## src/tps_pkg.sv

```systemverilog
package tps_pkg;
   localparam int          NUM_PORTS        = 8;
   // System clock 250 MHz, times in kHz
   localparam int          PCLK_KHZ         = 250000;
   localparam int          RATE_4096_KHZ    = 4096;
   localparam int          RATE_2048_KHZ    = 2048;
   localparam int          RATE_1544_KHZ    = 1544;
   // Half-period counts in pclk cycles, rounded down
   localparam int          HALF_4096        = PCLK_KHZ / (2 * RATE_4096_KHZ);
   localparam int          HALF_2048        = PCLK_KHZ / (2 * RATE_2048_KHZ);
   localparam int          HALF_1544        = PCLK_KHZ / (2 * RATE_1544_KHZ);
   localparam int          DIV_W            = 8;
   // Bits per frame
   localparam int          BITS_DS1         = 193;
   localparam int          BITS_E1          = 256;
   localparam int          FRAMES_MF        = 16;
   localparam int          BIT_CNT_W        = 10;
   // Register byte offsets
   localparam logic [11:0] OFS_CTRL1        = 12'h000;
   localparam logic [11:0] OFS_CTRL3        = 12'h020;
   localparam logic [11:0] OFS_STATUS       = 12'h040;
   localparam logic [11:0] OFS_MASK         = 12'h044;
   localparam logic [11:0] OFS_LOS          = 12'h048;
   localparam logic [11:0] OFS_TXDATA       = 12'h060;
   localparam logic [11:0] OFS_RXDATA       = 12'h080;
   localparam logic [11:0] OFS_PORT_MASK    = 12'h01C;
   // Control 1 field positions
   localparam int          CF_ENABLE        = 0;
   localparam int          CF_E1            = 1;
   localparam int          CF_UNSTRUCT      = 2;
   localparam int          CF_BACKPLANE     = 3;
   localparam int          CF_DS1_2048      = 4;
   localparam int          CF_MF            = 5;
   localparam logic [5:0]  CTRL1_RST        = 6'h00;
   // Status bits per port: bit p frame seen, bit p+8 los edge
   localparam int          ST_LOS_OFS       = 8;
   typedef struct packed {
      logic enable;
      logic e1;
      logic unstruct;
      logic backplane;
      logic ds1_2048;
      logic mf;
   } tps_cfg_s;
   typedef struct packed {
      logic clk;
      logic frame;
      logic data;
      logic sig;
   } tps_line_s;
endpackage

```

## src/tps_top.sv

```systemverilog
// Added by the designer: the placing of the registers and the APB slave port.
`timescale 1ns/10ps
`default_nettype none
// Overview of operation
// (RULE_01) Backplane structured receive clock runs at 4.096 MHz for sampling.
// (RULE_02) Generic structured receive clock is 1.544 or 2.048 MHz.
// (RULE_03) Unstructured receive clock is 1.544 MHz DS1 or 2.048 MHz E1.
// (RULE_04) Backplane structured transmit clock driven at 4.096 MHz.
// (RULE_05) Generic structured transmit clock 1.544 or 2.048 MHz DS1, 2.048 E1.
// (RULE_06) Unstructured transmit clock 1.544 MHz DS1, 2.048 MHz E1.
// (RULE_07) Structured receive aligns to frame pulse; unstructured ignores it.
// (RULE_08) Transmit frame pulse marks frames or multiframes; unused unstructured.
// (RULE_09) Receive data is serial stream, channelised or unframed.
// (RULE_10) Transmit data is serial stream of 24 or 32 channels.
// (RULE_11) Receive signalling is CAS structured, loss of signal unstructured. Structured CAS on the receive signalling input is ignored, not captured.
// (RULE_12) Structured transmit signalling sent serially, frame aligned.
// (RULE_13) Unstructured transmit signalling is programmed per-port level.
// (RULE_14) Each of eight ports configured independently.
// (RULE_15) Transmit bits launched on edge opposite far-end sampling.
module tps_top #(
   parameter int NPORT = tps_pkg::NUM_PORTS
) (
   input  wire logic             pclk,
   input  wire logic             presetn,
   input  wire logic             ce,
   input  wire logic [11:0]      paddr,
   input  wire logic             psel,
   input  wire logic             penable,
   input  wire logic             pwrite,
   input  wire logic [31:0]      pwdata,
   output logic      [31:0]      prdata,
   output logic                  pready,
   output logic                  pslverr,
   output logic                  irq,
   input  wire logic [NPORT-1:0] rx_line_clock,
   input  wire logic [NPORT-1:0] rx_frame_pulse,
   input  wire logic [NPORT-1:0] rx_pcm_data,
   input  wire logic [NPORT-1:0] rx_signalling_or_los,
   output logic      [NPORT-1:0] tx_line_clock,
   output logic      [NPORT-1:0] tx_frame_pulse,
   output logic      [NPORT-1:0] tx_pcm_data,
   output logic      [NPORT-1:0] tx_signalling_or_los
);
   tps_pkg::tps_cfg_s  cfg_ff    [NPORT];
   logic [31:0]        txw_ff    [NPORT];
   logic [31:0]        rxw       [NPORT];
   logic [NPORT-1:0]   los_lvl_ff;
   logic [15:0]        status_ff;
   logic [15:0]        mask_ff;
   logic [NPORT-1:0]   frame_evt;
   logic [NPORT-1:0]   los;
   logic [NPORT-1:0]   los_d_ff;
   logic [4*NPORT-1:0] sync_in;
   logic [4*NPORT-1:0] sync_out;
   logic               wr_en;
   logic               rd_en;
   logic [2:0]         pidx;
   logic               hit;
   logic [15:0]        evt;
   logic [15:0]        rd_clr;
   logic [31:0]        rdata;

   assign sync_in = {rx_line_clock, rx_frame_pulse, rx_pcm_data, rx_signalling_or_los};
   tps_sync #(.W(4*NPORT)) u_sync (
      .pclk    (pclk),
      .presetn (presetn),
      .ce      (ce),
      .d       (sync_in),
      .q       (sync_out)
   );

   for (genvar p = 0; p < NPORT; p++) begin : g_port
      tps_pkg::tps_line_s rl;
      tps_pkg::tps_line_s tl;
      assign rl.clk   = sync_out[3*NPORT+p];
      assign rl.frame = sync_out[2*NPORT+p];
      assign rl.data  = sync_out[NPORT+p];
      assign rl.sig   = sync_out[p];
      tps_port u_port ( // RULE_14
         .pclk         (pclk),
         .presetn      (presetn),
         .ce           (ce),
         .cfg          (cfg_ff[p]),
         .los_level    (los_lvl_ff[p]),
         .tx_word      (txw_ff[p]),
         .rx_sync      (rl),
         .tx_line      (tl),
         .rx_word      (rxw[p]),
         .rx_frame_evt (frame_evt[p]),
         .rx_los       (los[p])
      );
      assign tx_line_clock[p]        = tl.clk;
      assign tx_frame_pulse[p]       = tl.frame;
      assign tx_pcm_data[p]          = tl.data;
      assign tx_signalling_or_los[p] = tl.sig;
   end

   assign pready  = 1'b1;
   assign wr_en   = ce && psel && penable && pwrite;
   assign rd_en   = ce && psel && penable && !pwrite;
   assign pidx    = paddr[4:2];
   assign hit     = (paddr & ~tps_pkg::OFS_PORT_MASK) == tps_pkg::OFS_CTRL1 ||
                    (paddr & ~tps_pkg::OFS_PORT_MASK) == tps_pkg::OFS_CTRL3 ||
                    (paddr & ~tps_pkg::OFS_PORT_MASK) == tps_pkg::OFS_TXDATA ||
                    (paddr & ~tps_pkg::OFS_PORT_MASK) == tps_pkg::OFS_RXDATA ||
                    paddr == tps_pkg::OFS_STATUS || paddr == tps_pkg::OFS_MASK ||
                    paddr == tps_pkg::OFS_LOS;
   assign pslverr = psel && penable && !hit;

   // Per-port configuration
   always_ff @(posedge pclk or negedge presetn) begin
      if (!presetn) begin
         for (int i = 0; i < NPORT; i++) begin
            cfg_ff[i] <= tps_pkg::CTRL1_RST;
            txw_ff[i] <= '0;
         end
         los_lvl_ff <= '0;
      end else if (wr_en) begin
         if ((paddr & ~tps_pkg::OFS_PORT_MASK) == tps_pkg::OFS_CTRL1) begin
            cfg_ff[pidx] <= {pwdata[tps_pkg::CF_ENABLE], pwdata[tps_pkg::CF_E1],
                             pwdata[tps_pkg::CF_UNSTRUCT], pwdata[tps_pkg::CF_BACKPLANE],
                             pwdata[tps_pkg::CF_DS1_2048], pwdata[tps_pkg::CF_MF]}; // RULE_14
         end else if ((paddr & ~tps_pkg::OFS_PORT_MASK) == tps_pkg::OFS_CTRL3) begin
            los_lvl_ff[pidx] <= pwdata[0]; // RULE_13
         end else if ((paddr & ~tps_pkg::OFS_PORT_MASK) == tps_pkg::OFS_TXDATA) begin
            txw_ff[pidx] <= pwdata;
         end
      end
   end

   // Interrupt status: set wins over read clear
   always_ff @(posedge pclk or negedge presetn) begin
      if (!presetn) begin
         los_d_ff <= '0;
      end else if (ce) begin
         los_d_ff <= los;
      end
   end
   assign evt    = {los & ~los_d_ff, frame_evt};
   assign rd_clr = (rd_en && paddr == tps_pkg::OFS_STATUS) ? 16'hFFFF : 16'h0000;
   always_ff @(posedge pclk or negedge presetn) begin
      if (!presetn) begin
         status_ff <= '0;
         mask_ff   <= '0;
      end else if (ce) begin
         status_ff <= (status_ff & ~rd_clr) | evt;
         if (wr_en && paddr == tps_pkg::OFS_MASK) begin
            mask_ff <= pwdata[15:0];
         end
      end
   end
   assign irq = |(status_ff & mask_ff);

   always_comb begin
      rdata = 32'h0000_0000;
      if ((paddr & ~tps_pkg::OFS_PORT_MASK) == tps_pkg::OFS_CTRL1) begin
         rdata[5:0] = {cfg_ff[pidx].mf, cfg_ff[pidx].ds1_2048, cfg_ff[pidx].backplane,
                       cfg_ff[pidx].unstruct, cfg_ff[pidx].e1, cfg_ff[pidx].enable};
      end else if ((paddr & ~tps_pkg::OFS_PORT_MASK) == tps_pkg::OFS_CTRL3) begin
         rdata[0] = los_lvl_ff[pidx];
      end else if ((paddr & ~tps_pkg::OFS_PORT_MASK) == tps_pkg::OFS_TXDATA) begin
         rdata = txw_ff[pidx];
      end else if ((paddr & ~tps_pkg::OFS_PORT_MASK) == tps_pkg::OFS_RXDATA) begin
         rdata = rxw[pidx];
      end else if (paddr == tps_pkg::OFS_STATUS) begin
         rdata[15:0] = status_ff;
      end else if (paddr == tps_pkg::OFS_MASK) begin
         rdata[15:0] = mask_ff;
      end else if (paddr == tps_pkg::OFS_LOS) begin
         rdata[NPORT-1:0] = los; // RULE_11
      end
   end
   assign prdata = rdata;
endmodule
`default_nettype wire

```

## src/tps_sync.sv

```systemverilog
`timescale 1ns/10ps
`default_nettype none
module tps_sync #(
   parameter int W = 4
) (
   input  wire logic         pclk,
   input  wire logic         presetn,
   input  wire logic         ce,
   input  wire logic [W-1:0] d,
   output logic      [W-1:0] q
);
   logic [W-1:0] meta_ff;
   always_ff @(posedge pclk or negedge presetn) begin
      if (!presetn) begin
         meta_ff <= '0;
         q       <= '0;
      end else if (ce) begin
         meta_ff <= d;
         q       <= meta_ff;
      end
   end
endmodule
`default_nettype wire

```

## src/tps_port.sv

```systemverilog
`timescale 1ns/10ps
`default_nettype none
module tps_port (
   input  wire logic               pclk,
   input  wire logic               presetn,
   input  wire logic               ce,
   input  wire tps_pkg::tps_cfg_s  cfg,
   input  wire logic               los_level,
   input  wire logic [31:0]        tx_word,
   input  wire tps_pkg::tps_line_s rx_sync,
   output tps_pkg::tps_line_s      tx_line,
   output logic [31:0]             rx_word,
   output logic                    rx_frame_evt,
   output logic                    rx_los
);
   logic [tps_pkg::DIV_W-1:0]     div_ff;
   logic [tps_pkg::DIV_W-1:0]     half;
   logic                          tclk_ff;
   logic                          fall;
   logic                          bit_ce;
   logic                          launch_ff;
   logic                          nxt_tclk;
   logic [tps_pkg::BIT_CNT_W-1:0] tbit_ff;
   logic [tps_pkg::BIT_CNT_W-1:0] last_bit;
   logic [3:0]                    tfrm_ff;
   logic                          rclk_d_ff;
   logic                          rfrm_d_ff;
   logic                          rise;
   logic [4:0]                    rbit_ff;
   logic [31:0]                   rsh_ff;
   logic [4:0]                    tidx;

   always_comb begin
      if (cfg.backplane && !cfg.unstruct) begin
         half = tps_pkg::DIV_W'(tps_pkg::HALF_4096); // RULE_04
      end else if (cfg.e1 || (cfg.ds1_2048 && !cfg.unstruct)) begin
         half = tps_pkg::DIV_W'(tps_pkg::HALF_2048); // RULE_05
      end else begin
         half = tps_pkg::DIV_W'(tps_pkg::HALF_1544); // RULE_06
      end
   end
   assign last_bit = (cfg.e1 || cfg.ds1_2048) ? tps_pkg::BIT_CNT_W'(tps_pkg::BITS_E1 - 1)
                                              : tps_pkg::BIT_CNT_W'(tps_pkg::BITS_DS1 - 1);
   assign fall     = tclk_ff && (div_ff == half - 1'b1);
   assign nxt_tclk = cfg.enable && ((div_ff == half - 1'b1) ? ~tclk_ff : tclk_ff);
   // One bit per tx clock, launched a pclk after it falls
   assign bit_ce   = launch_ff;

   // Transmit clock divider
   always_ff @(posedge pclk or negedge presetn) begin
      if (!presetn) begin
         div_ff    <= '0;
         tclk_ff   <= 1'b0;
         launch_ff <= 1'b0;
      end else if (ce) begin
         launch_ff <= fall; // RULE_15
         if (!cfg.enable) begin
            div_ff  <= '0;
            tclk_ff <= 1'b0;
         end else if (div_ff == half - 1'b1) begin
            div_ff  <= '0;
            tclk_ff <= ~tclk_ff; // RULE_04 RULE_05 RULE_06
         end else begin
            div_ff <= div_ff + 1'b1;
         end
      end
   end

   // Transmit bit and frame counters
   always_ff @(posedge pclk or negedge presetn) begin
      if (!presetn) begin
         tbit_ff <= '0;
         tfrm_ff <= '0;
      end else if (ce && cfg.enable && bit_ce) begin
         if (tbit_ff == last_bit) begin
            tbit_ff <= '0;
            tfrm_ff <= tfrm_ff + 1'b1;
         end else begin
            tbit_ff <= tbit_ff + 1'b1;
         end
      end
   end

   assign tidx = 5'(31 - tbit_ff[4:0]);
   // Outputs change on falling tx clock, far end samples on rising
   always_ff @(posedge pclk or negedge presetn) begin
      if (!presetn) begin
         tx_line <= '0;
      end else if (ce) begin
         tx_line.clk <= nxt_tclk;
         if (bit_ce) begin
            tx_line.data <= tx_word[tidx]; // RULE_10 RULE_15
         end
         if (cfg.unstruct) begin
            tx_line.sig   <= los_level; // RULE_13
            tx_line.frame <= 1'b0; // RULE_08
         end else if (bit_ce) begin
            tx_line.sig   <= tx_word[tidx]; // RULE_12 RULE_15
            tx_line.frame <= (tbit_ff == last_bit) &&
                             (!cfg.mf || tfrm_ff == 4'(tps_pkg::FRAMES_MF - 1)); // RULE_08
         end
      end
   end

   // Receive sampling on rising edge of the line clock
   assign rise = rx_sync.clk && !rclk_d_ff; // RULE_01 RULE_02 RULE_03
   always_ff @(posedge pclk or negedge presetn) begin
      if (!presetn) begin
         rclk_d_ff    <= 1'b0;
         rfrm_d_ff    <= 1'b0;
         rbit_ff      <= '0;
         rsh_ff       <= '0;
         rx_word      <= '0;
         rx_frame_evt <= 1'b0;
         rx_los       <= 1'b0;
      end else if (ce) begin
         rclk_d_ff    <= rx_sync.clk;
         rx_frame_evt <= 1'b0;
         rx_los       <= cfg.unstruct && rx_sync.sig; // RULE_11
         if (rise && cfg.enable) begin
            rfrm_d_ff <= rx_sync.frame;
            rsh_ff    <= {rsh_ff[30:0], rx_sync.data}; // RULE_09
            if (!cfg.unstruct && rx_sync.frame && !rfrm_d_ff) begin
               rbit_ff      <= 5'd1; // RULE_07
               rx_frame_evt <= 1'b1;
            end else begin
               rbit_ff <= rbit_ff + 1'b1;
            end
            if (rbit_ff == 5'd31) begin
               rx_word <= {rsh_ff[30:0], rx_sync.data};
            end
         end
      end
   end
endmodule
`default_nettype wire

```

## config.mk

```make
export PLATFORM = sky130hd
export DESIGN_NAME = tps_top
export DESIGN_NICKNAME = d
export VERILOG_FILES = /design/src/tps_pkg.sv /design/src/tps_top.sv /design/src/tps_sync.sv /design/src/tps_port.sv
export SDC_FILE = /design/constraint.sdc
export NUM_CORES = 2
export LEC_CHECK = 0
export BUFFER_PORTS_ARGS = -buffer_cell sky130_fd_sc_hd__buf_2
export CORE_MARGIN = 2
export CORE_UTILIZATION = 51
export DETAILED_ROUTE_END_ITERATION = 10
export PLACE_DENSITY = 0.78
export SLEW_MARGIN = 25
export SYNTH_ARGS = -nofsm -noshare
export SYNTH_HDL_FRONTEND = slang
export SYNTH_SLANG_ARGS = --single-unit
```

## constraint.sdc

```tcl
create_clock -name pclk -period 7.4 [get_ports pclk]
set_clock_uncertainty 0.05 [all_clocks]
set_input_delay 1.11 -clock pclk [delete_from_list [all_inputs] [get_ports pclk]]
set_output_delay 1.11 -clock pclk [all_outputs]
set_load 0.01 [all_outputs]
```

**Word level (Yosys, flattened, before mapping)**

Index checks and enable logic that the tools add are counted.

- Bitwise gates (word level): 17
- Equal/unequal tests: 38
- Order comparisons: 12
- Reductions and logical operators: 224
- Muxes and demuxes: 168
- Add/sub/neg operators: 48

Operator list:

| operator | count |
|---|---|
| bitwise mux 256 bit | 1 |
| binary-select mux 32 bit (select 3 bit) | 2 |
| two-way mux 32 bit | 6 |
| two-way mux 8 bit | 19 |
| two-way mux 7 bit | 16 |
| logical AND 1 bit | 106 |
| demux 32 bit (select 3 bit) | 1 |
| adder 10 x 1 -> 10 bit (second input constant) | 8 |
| equality test 10 bit | 8 |
| two-way mux 10 bit | 8 |
| two-way mux 1 bit | 75 |
| two-way mux 6 bit | 12 |
| AND reduction 2 bit | 34 |
| adder 8 x 1 -> 8 bit (second input constant) | 8 |
| equality test 8 bit | 8 |
| two-way mux 16 bit | 4 |
| subtractor 7 x 1 -> 8 bit (second input constant) | 8 |
| bitwise mux 48 bit | 1 |
| less-than comparator 5 x 6 -> 1 bit (second input constant) | 8 |
| adder 5 x 1 -> 5 bit (second input constant) | 8 |
| binary-select mux 1 bit (select 5 bit) | 8 |
| equality test 5 bit (second input constant) | 8 |
| two-way mux 5 bit | 8 |
| subtractor 5 bit (first input constant) | 8 |
| 31 further kinds | 134 |

- Logic and storage cells: 697
- Flip-flop bits (word level): 1,216
- Input port bits: 82
- Output and inout port bits: 67

**Logic depth before layout (Yosys ltp)**

- Depth after elaboration: 9
- Mapped depth: 10
- Gate-level depth less buffers: 7

**Cells and area by module**

Synthesis repeated with hierarchy kept, for this count alone.

- Cells, all modules: 4,679
- Area total of the unflattened synthesis: 56,823.2 µm²

By module, submodules not included:

| module | times used | area an instance (µm²) | cells each | seq. area each (µm²) |
|---|---|---|---|---|
| tps_port (g_port[1].u_port ...) | 5 | 4,465.5 | 421 | 2,477.4 |
| tps_top | 1 | 18,328.8 | 1,223 | 8,808.4 |
| tps_port (g_port[7].u_port) | 1 | 4,508.1 | 406 | 2,477.4 |
| tps_port (g_port[4].u_port) | 1 | 4,491.8 | 405 | 2,477.4 |
| tps_port (g_port[0].u_port) | 1 | 4,488.1 | 405 | 2,477.4 |
| tps_sync | 1 | 2,678.8 | 135 | 1,601.5 |

**Worst setup path after synthesis**

OpenSTA, ideal clock, no wires.

- Kind: input port to output port
- Start: input paddr[2]
- End: output prdata[13]
- Path slack: 3,165 ps
- Data arrival time: 3,075 ps
- Path buffers: 5
- Stages on the path: 8
- Required time: 6,240 ps
- Cell sequence: buf_2 -> buf_4 -> buf_4 -> buf_2 -> buf_4 -> mux4_2 -> mux2i_1 -> a2111oi_0

- Longest elaborated chain between the ends: 8
- Elaborated cells on any way between the ends: 15
- Classes of those cells: eq/ne: 2; mux: 12; bitwise: 1

RTL lines:

| item | RTL line | RTL |
|---|---|---|
| start: declaration | tps_top.sv:26 | `input wire logic [11:0] paddr,` |
| inverter 3 -> 4 bit (not written as such) | tps_top.sv:162, tps_top.sv:164 |  |
| binary-select mux 32 bit (select 3 bit) | tps_top.sv:164 | `rdata = rxw[pidx];` |
| two-way mux 32 bit (not written as such) (2 in series) | tps_top.sv:164 |  |
| two-way mux 16 bit | tps_top.sv:163 | `end else if ((paddr & ~tps_pkg::OFS_PORT_MASK) == tps_pkg::OFS_RXDATA) begin` |
| two-way mux 32 bit * | tps_top.sv:161 | `end else if ((paddr & ~tps_pkg::OFS_PORT_MASK) == tps_pkg::OFS_TXDATA) begin` |
| two-way mux 31 bit * | tps_top.sv:159 | `end else if ((paddr & ~tps_pkg::OFS_PORT_MASK) == tps_pkg::OFS_CTRL3) begin` |
| two-way mux 26 bit * | tps_top.sv:156 | `if ((paddr & ~tps_pkg::OFS_PORT_MASK) == tps_pkg::OFS_CTRL1) begin` |
| end: declaration | tps_top.sv:31 | `output logic [31:0] prdata,` |

Mark *: on every way between the ends. The rest lies on a longest branch, timed or not. The select of a mux whose other input is x is not followed.

**Worst setup path after layout**

- Start: input paddr[9]
- End: output prdata[8]

- Longest elaborated chain between the ends: 7
- Elaborated cells on any way between the ends: 12
- Classes of those cells: eq/ne: 5; mux: 6; reduce/logical: 1

RTL lines:

| item | RTL line | RTL |
|---|---|---|
| equality test 12 x 7 -> 1 bit | tps_top.sv:167 | `end else if (paddr == tps_pkg::OFS_MASK) begin` |
| two-way mux 8 bit | tps_top.sv:167 |  |
| two-way mux 16 bit | tps_top.sv:165 | `end else if (paddr == tps_pkg::OFS_STATUS) begin` |
| two-way mux 16 bit | tps_top.sv:163 |  |
| two-way mux 32 bit | tps_top.sv:161 |  |
| two-way mux 31 bit | tps_top.sv:159 |  |
| two-way mux 26 bit * | tps_top.sv:156 |  |

Mark *: on every way between the ends. The rest lies on a longest branch, timed or not.

==> summary.txt <==
Logic synthesis
  – Synthesized netlist cell count: 4421
  – Ys flop type: dfrtp_1
  – Mapped Area: 56290 um2
  – Synthesized Nets: 4551
  – Yosys top cell by area: dfrtp_1
  – Yosys reg bits: 1208
  – Post-synth top cells: 1208 x dfrtp_1, 745 x mux2_2, 661 x nand2_1
  – Post-synthesis simple-gate area fraction: 0.1008
  – Mean post-synth cell area: 12.73 um2
  – Count leader, synth: dfrtp_1
  – Register area share after synthesis: 0.5370
  – Synth Area in XOR/XNOR: 0.01042
  – Synth Area in Adders: 0.01067
  – Area fraction in compound gates after synthesis: 0.06095
  – Mux share of post-synthesis cell area: 0.2559
  – Distinct cells, synth: 83
  – Main combinational cell family by area after synthesis: multiplexers
  – Top cell type's share of synthesized area: 0.5370
  – Main area contributors after synthesis: dfrtp_1 54%, mux2_2 15%, mux4_2 8.2%
  – Async set-reset flop share out of synthesis: 1.000
  – Post-synth EDFFs: 0
  – Number of synthesis warnings: 0

Setup path
  – Worst path required time: 6240 ps
  – Worst-path fanout max: 12
  – Worst Setup SP: paddr[9]
  – Worst Path Arrival: 4280 ps
  – Most used cell, CP: buf_2
  – Slowest CP cell: nor4_1
  – Crit. End Element: output pin
  – Worst-path cell chain: buf_2 > nor4_1 > nand3_1 > a211oi_1 > a2111oi_1 > buf_2
  – R2R cell count: 6
  – R2r startpoint: g_port[3].u_port.tbit_ff[0]$_DFFE_PN0P_
  – Max incr delay on CP: 940 ps
  – Critical path class: in -> out
  – CP Launch Type: input pin

Clock tree
  – Reg clk slew, reported paths: 60 ps
  – Clock latency on the worst-skew pair: 720 ps
  – Clock tree sinks: 1208
  – Post_cts resized: 0
  – Clock root cell: clkbuf_16
  – # hold bufs at CTS: 0
  – CTS tree: done
  – CTS buffer count: 118
  – Clk buf depth: 3
  – Post-CTS Setup Inserts: 0
  – H-Tree Level Count: 3

STA
  – Worst-Margin Slew: 1136 ps
  – Slew Viols, Final: 0
  – Min cycle time layout: 5444 ps
  – Fmax: 183.7 MHz
  – Setup violations, final: 0
  – Final TNS setup: 0 ps
  – Hold Vio Cnt, Final: 0
  – RSZ-0062 raised after global routing: false
  – Relative slew slack: 0.2328
  – Final Cycle Share: 0.7357

Run
  – Max_cap viols: 0

Drt
  – # DRC: 0
  – DR iter-0 viols: 3971
  – Post-DRT Antenna Nets: 0
  – Drt via density: 6.160
  – Drt wl/cell: 24.29 um
  – Drt pass-1 iters: 8
  – Total number of vias: 37490
  – Routed Wire Length: 147.8 mm

Run status
  – Status: finished, final reports clean

Cells and area
  – P&R area growth vs syn: 11.50%
  – Final #Nets: 4626
  – Final std cells w/o fill: 6086
  – Layout cells sized above 1: 0.3133

Power and ir drop
  – Cell Pwr Density: 218.2 nW/um2
  – Maximum vdd ir drop: 0.0001898 V
  – Overall power: 13.70 mW
  – P_leak: 30.23 nW

Placement
  – Placed Instances: 5850
  – Gpl congestion: 0.9605
  – Hpwl dp: 103.1 mm
  – IO Port Bufs: 147

Global route
  – Vias in the first global route: 38110
  – Grt ovf: 0
  – GR Util All Layers: 0.2643
  – Largest net degree at the start of global routing: 194
  – First-pass GRT wire length: 230.1 mm
  – Initial antenna violation count: 16

Die
  – Rows: 121
  – Starting Density: 0.5157
  – DIE WIDTH: 336.2 um
  – I/O Pins: 149
  – Core area: 109200 um2
  – Die height: 336.2 um
  – Die area: 113000 um2

Worst hold path
  – Worst Hold Class: in -> async
[where the power goes]
group	total (mW)	switching, mW	internal [mW]
sequential	6.70	0.0413	6.66
clock	6.57	2.67	3.89
combinational	0.430	0.301	0.129
[cell families (layout without fill, tap and decap cells)]
group	Yosys count	after routing
and+or+nand+nor	1216	1216
DFF	1208	1208
xor gates and xnor gates	67	67
muxes	1074	1074
other	1	12
AOI/OAI and AO/OA	493	493
adders and majority gates	48	48
buffers and inverters	314	492
[path summary, 6_finish.rpt]
| path | endpoint | slack, ps |
|---|---|---|
| worst min register to register | status_ff[10]$_DFFE_PN0P_ | 390 |
| worst max-delay path | prdata[8] | 1960 |
| min in group pclk | status_ff[10]$_DFFE_PN0P_ | 390 |
| worst max register to register | g_port[3].u_port.tx_line[0]$_DFFE_PN0P_ | 4140 |
| max in group asynchronous | g_port[1].u_port.rsh_ff[28]$_DFFE_PN0P_ | 5280 |
| worst min-delay path | g_port[3].u_port.div_ff[4]$_DFFE_PN0P_ | 340 |
[area by class of cell]
cell class,instances,area [um2]
clock inverters,58,864.6
repair buffers,215,1424
multi-input cells,2899,24760
inverters,54,202.7
clock buffers,165,3412
diodes,11,27.53
well taps,1476,1847
fillers,8331,46390
flip-flops and latches,1208,30230
[placed cells by master, fill, tap and decap left out, drive strengths merged, types with 38 or more instances in the layout]
master	synthesis	layout
mux2i	87	87
inv	51	58
nor2b	43	43
nand4	38	38
o21ai	169	169
o2bb2ai	52	52
mux2	782	782
nand2	662	662
dfrtp	1208	1208
ha	48	48
buf	123	213
nor2	129	129
and3	51	51
nand3	90	90
mux4	205	205
a22o	51	51
clkbuf	137	167
a21oi	52	52
[registers in the layout, indices dropped and copies added (netlist names)]
register	cells
g_port.u_port.tfrm_ff	32
g_port.u_port.bit_ce	8
status_ff	16
g_port.u_port.rx_word	256
g_port.u_port.rfrm_d_ff	8
g_port.u_port.div_ff	64
g_port.u_port.rsh_ff	248
los_d_ff	8
g_port.u_port.rx_frame_evt	8
u_sync.meta_ff	32
g_port.u_port.tclk_ff	2
mask_ff	16
g_port.u_port.rbit_ff	40
g_port.u_port.rx_los	8
cfg_ff	48
u_sync.q	32
g_port.u_port.tx_line	30
txw_ff	256
g_port.u_port.tbit_ff	80
los_lvl_ff	8
g_port.u_port.rclk_d_ff	8
[per-stage QoR]
stage / util / worst slack [ps] / hold slack (ps) / cell area [um2]
finish: 0.5750 / 1956 / 335.7 / 62770
global route: 0.5749 / 1909 / 401.7 / 62750
CTS: 0.5741 / 2062 / 390.7 / 62670
detailed placement: 0.5350 / 2106 / 381.6 / 58390
global placement: 0.5349 / 1907 / 371.2 / 58390
floorplan: - / 3165 / 365.7 / 56290
[critical path: cells and delay by family]
family / cells / cell delay [ps]
buffers and inverters: 2 / 350
AND/OR/NAND/NOR: 2 / 1780
AO/OA/AOI/OAI: 2 / 1050
[layer usage]
metal,global-route usage,vias up,wire length (um)
met5,0,-,65
met4,0.1253,10,7407
met3,0.05444,362,12260
met2,0.4117,1546,68210
met1,0.3567,19380,59870
li1,-,16190,-
No activity file was read; power rests on OpenSTA's default activity.
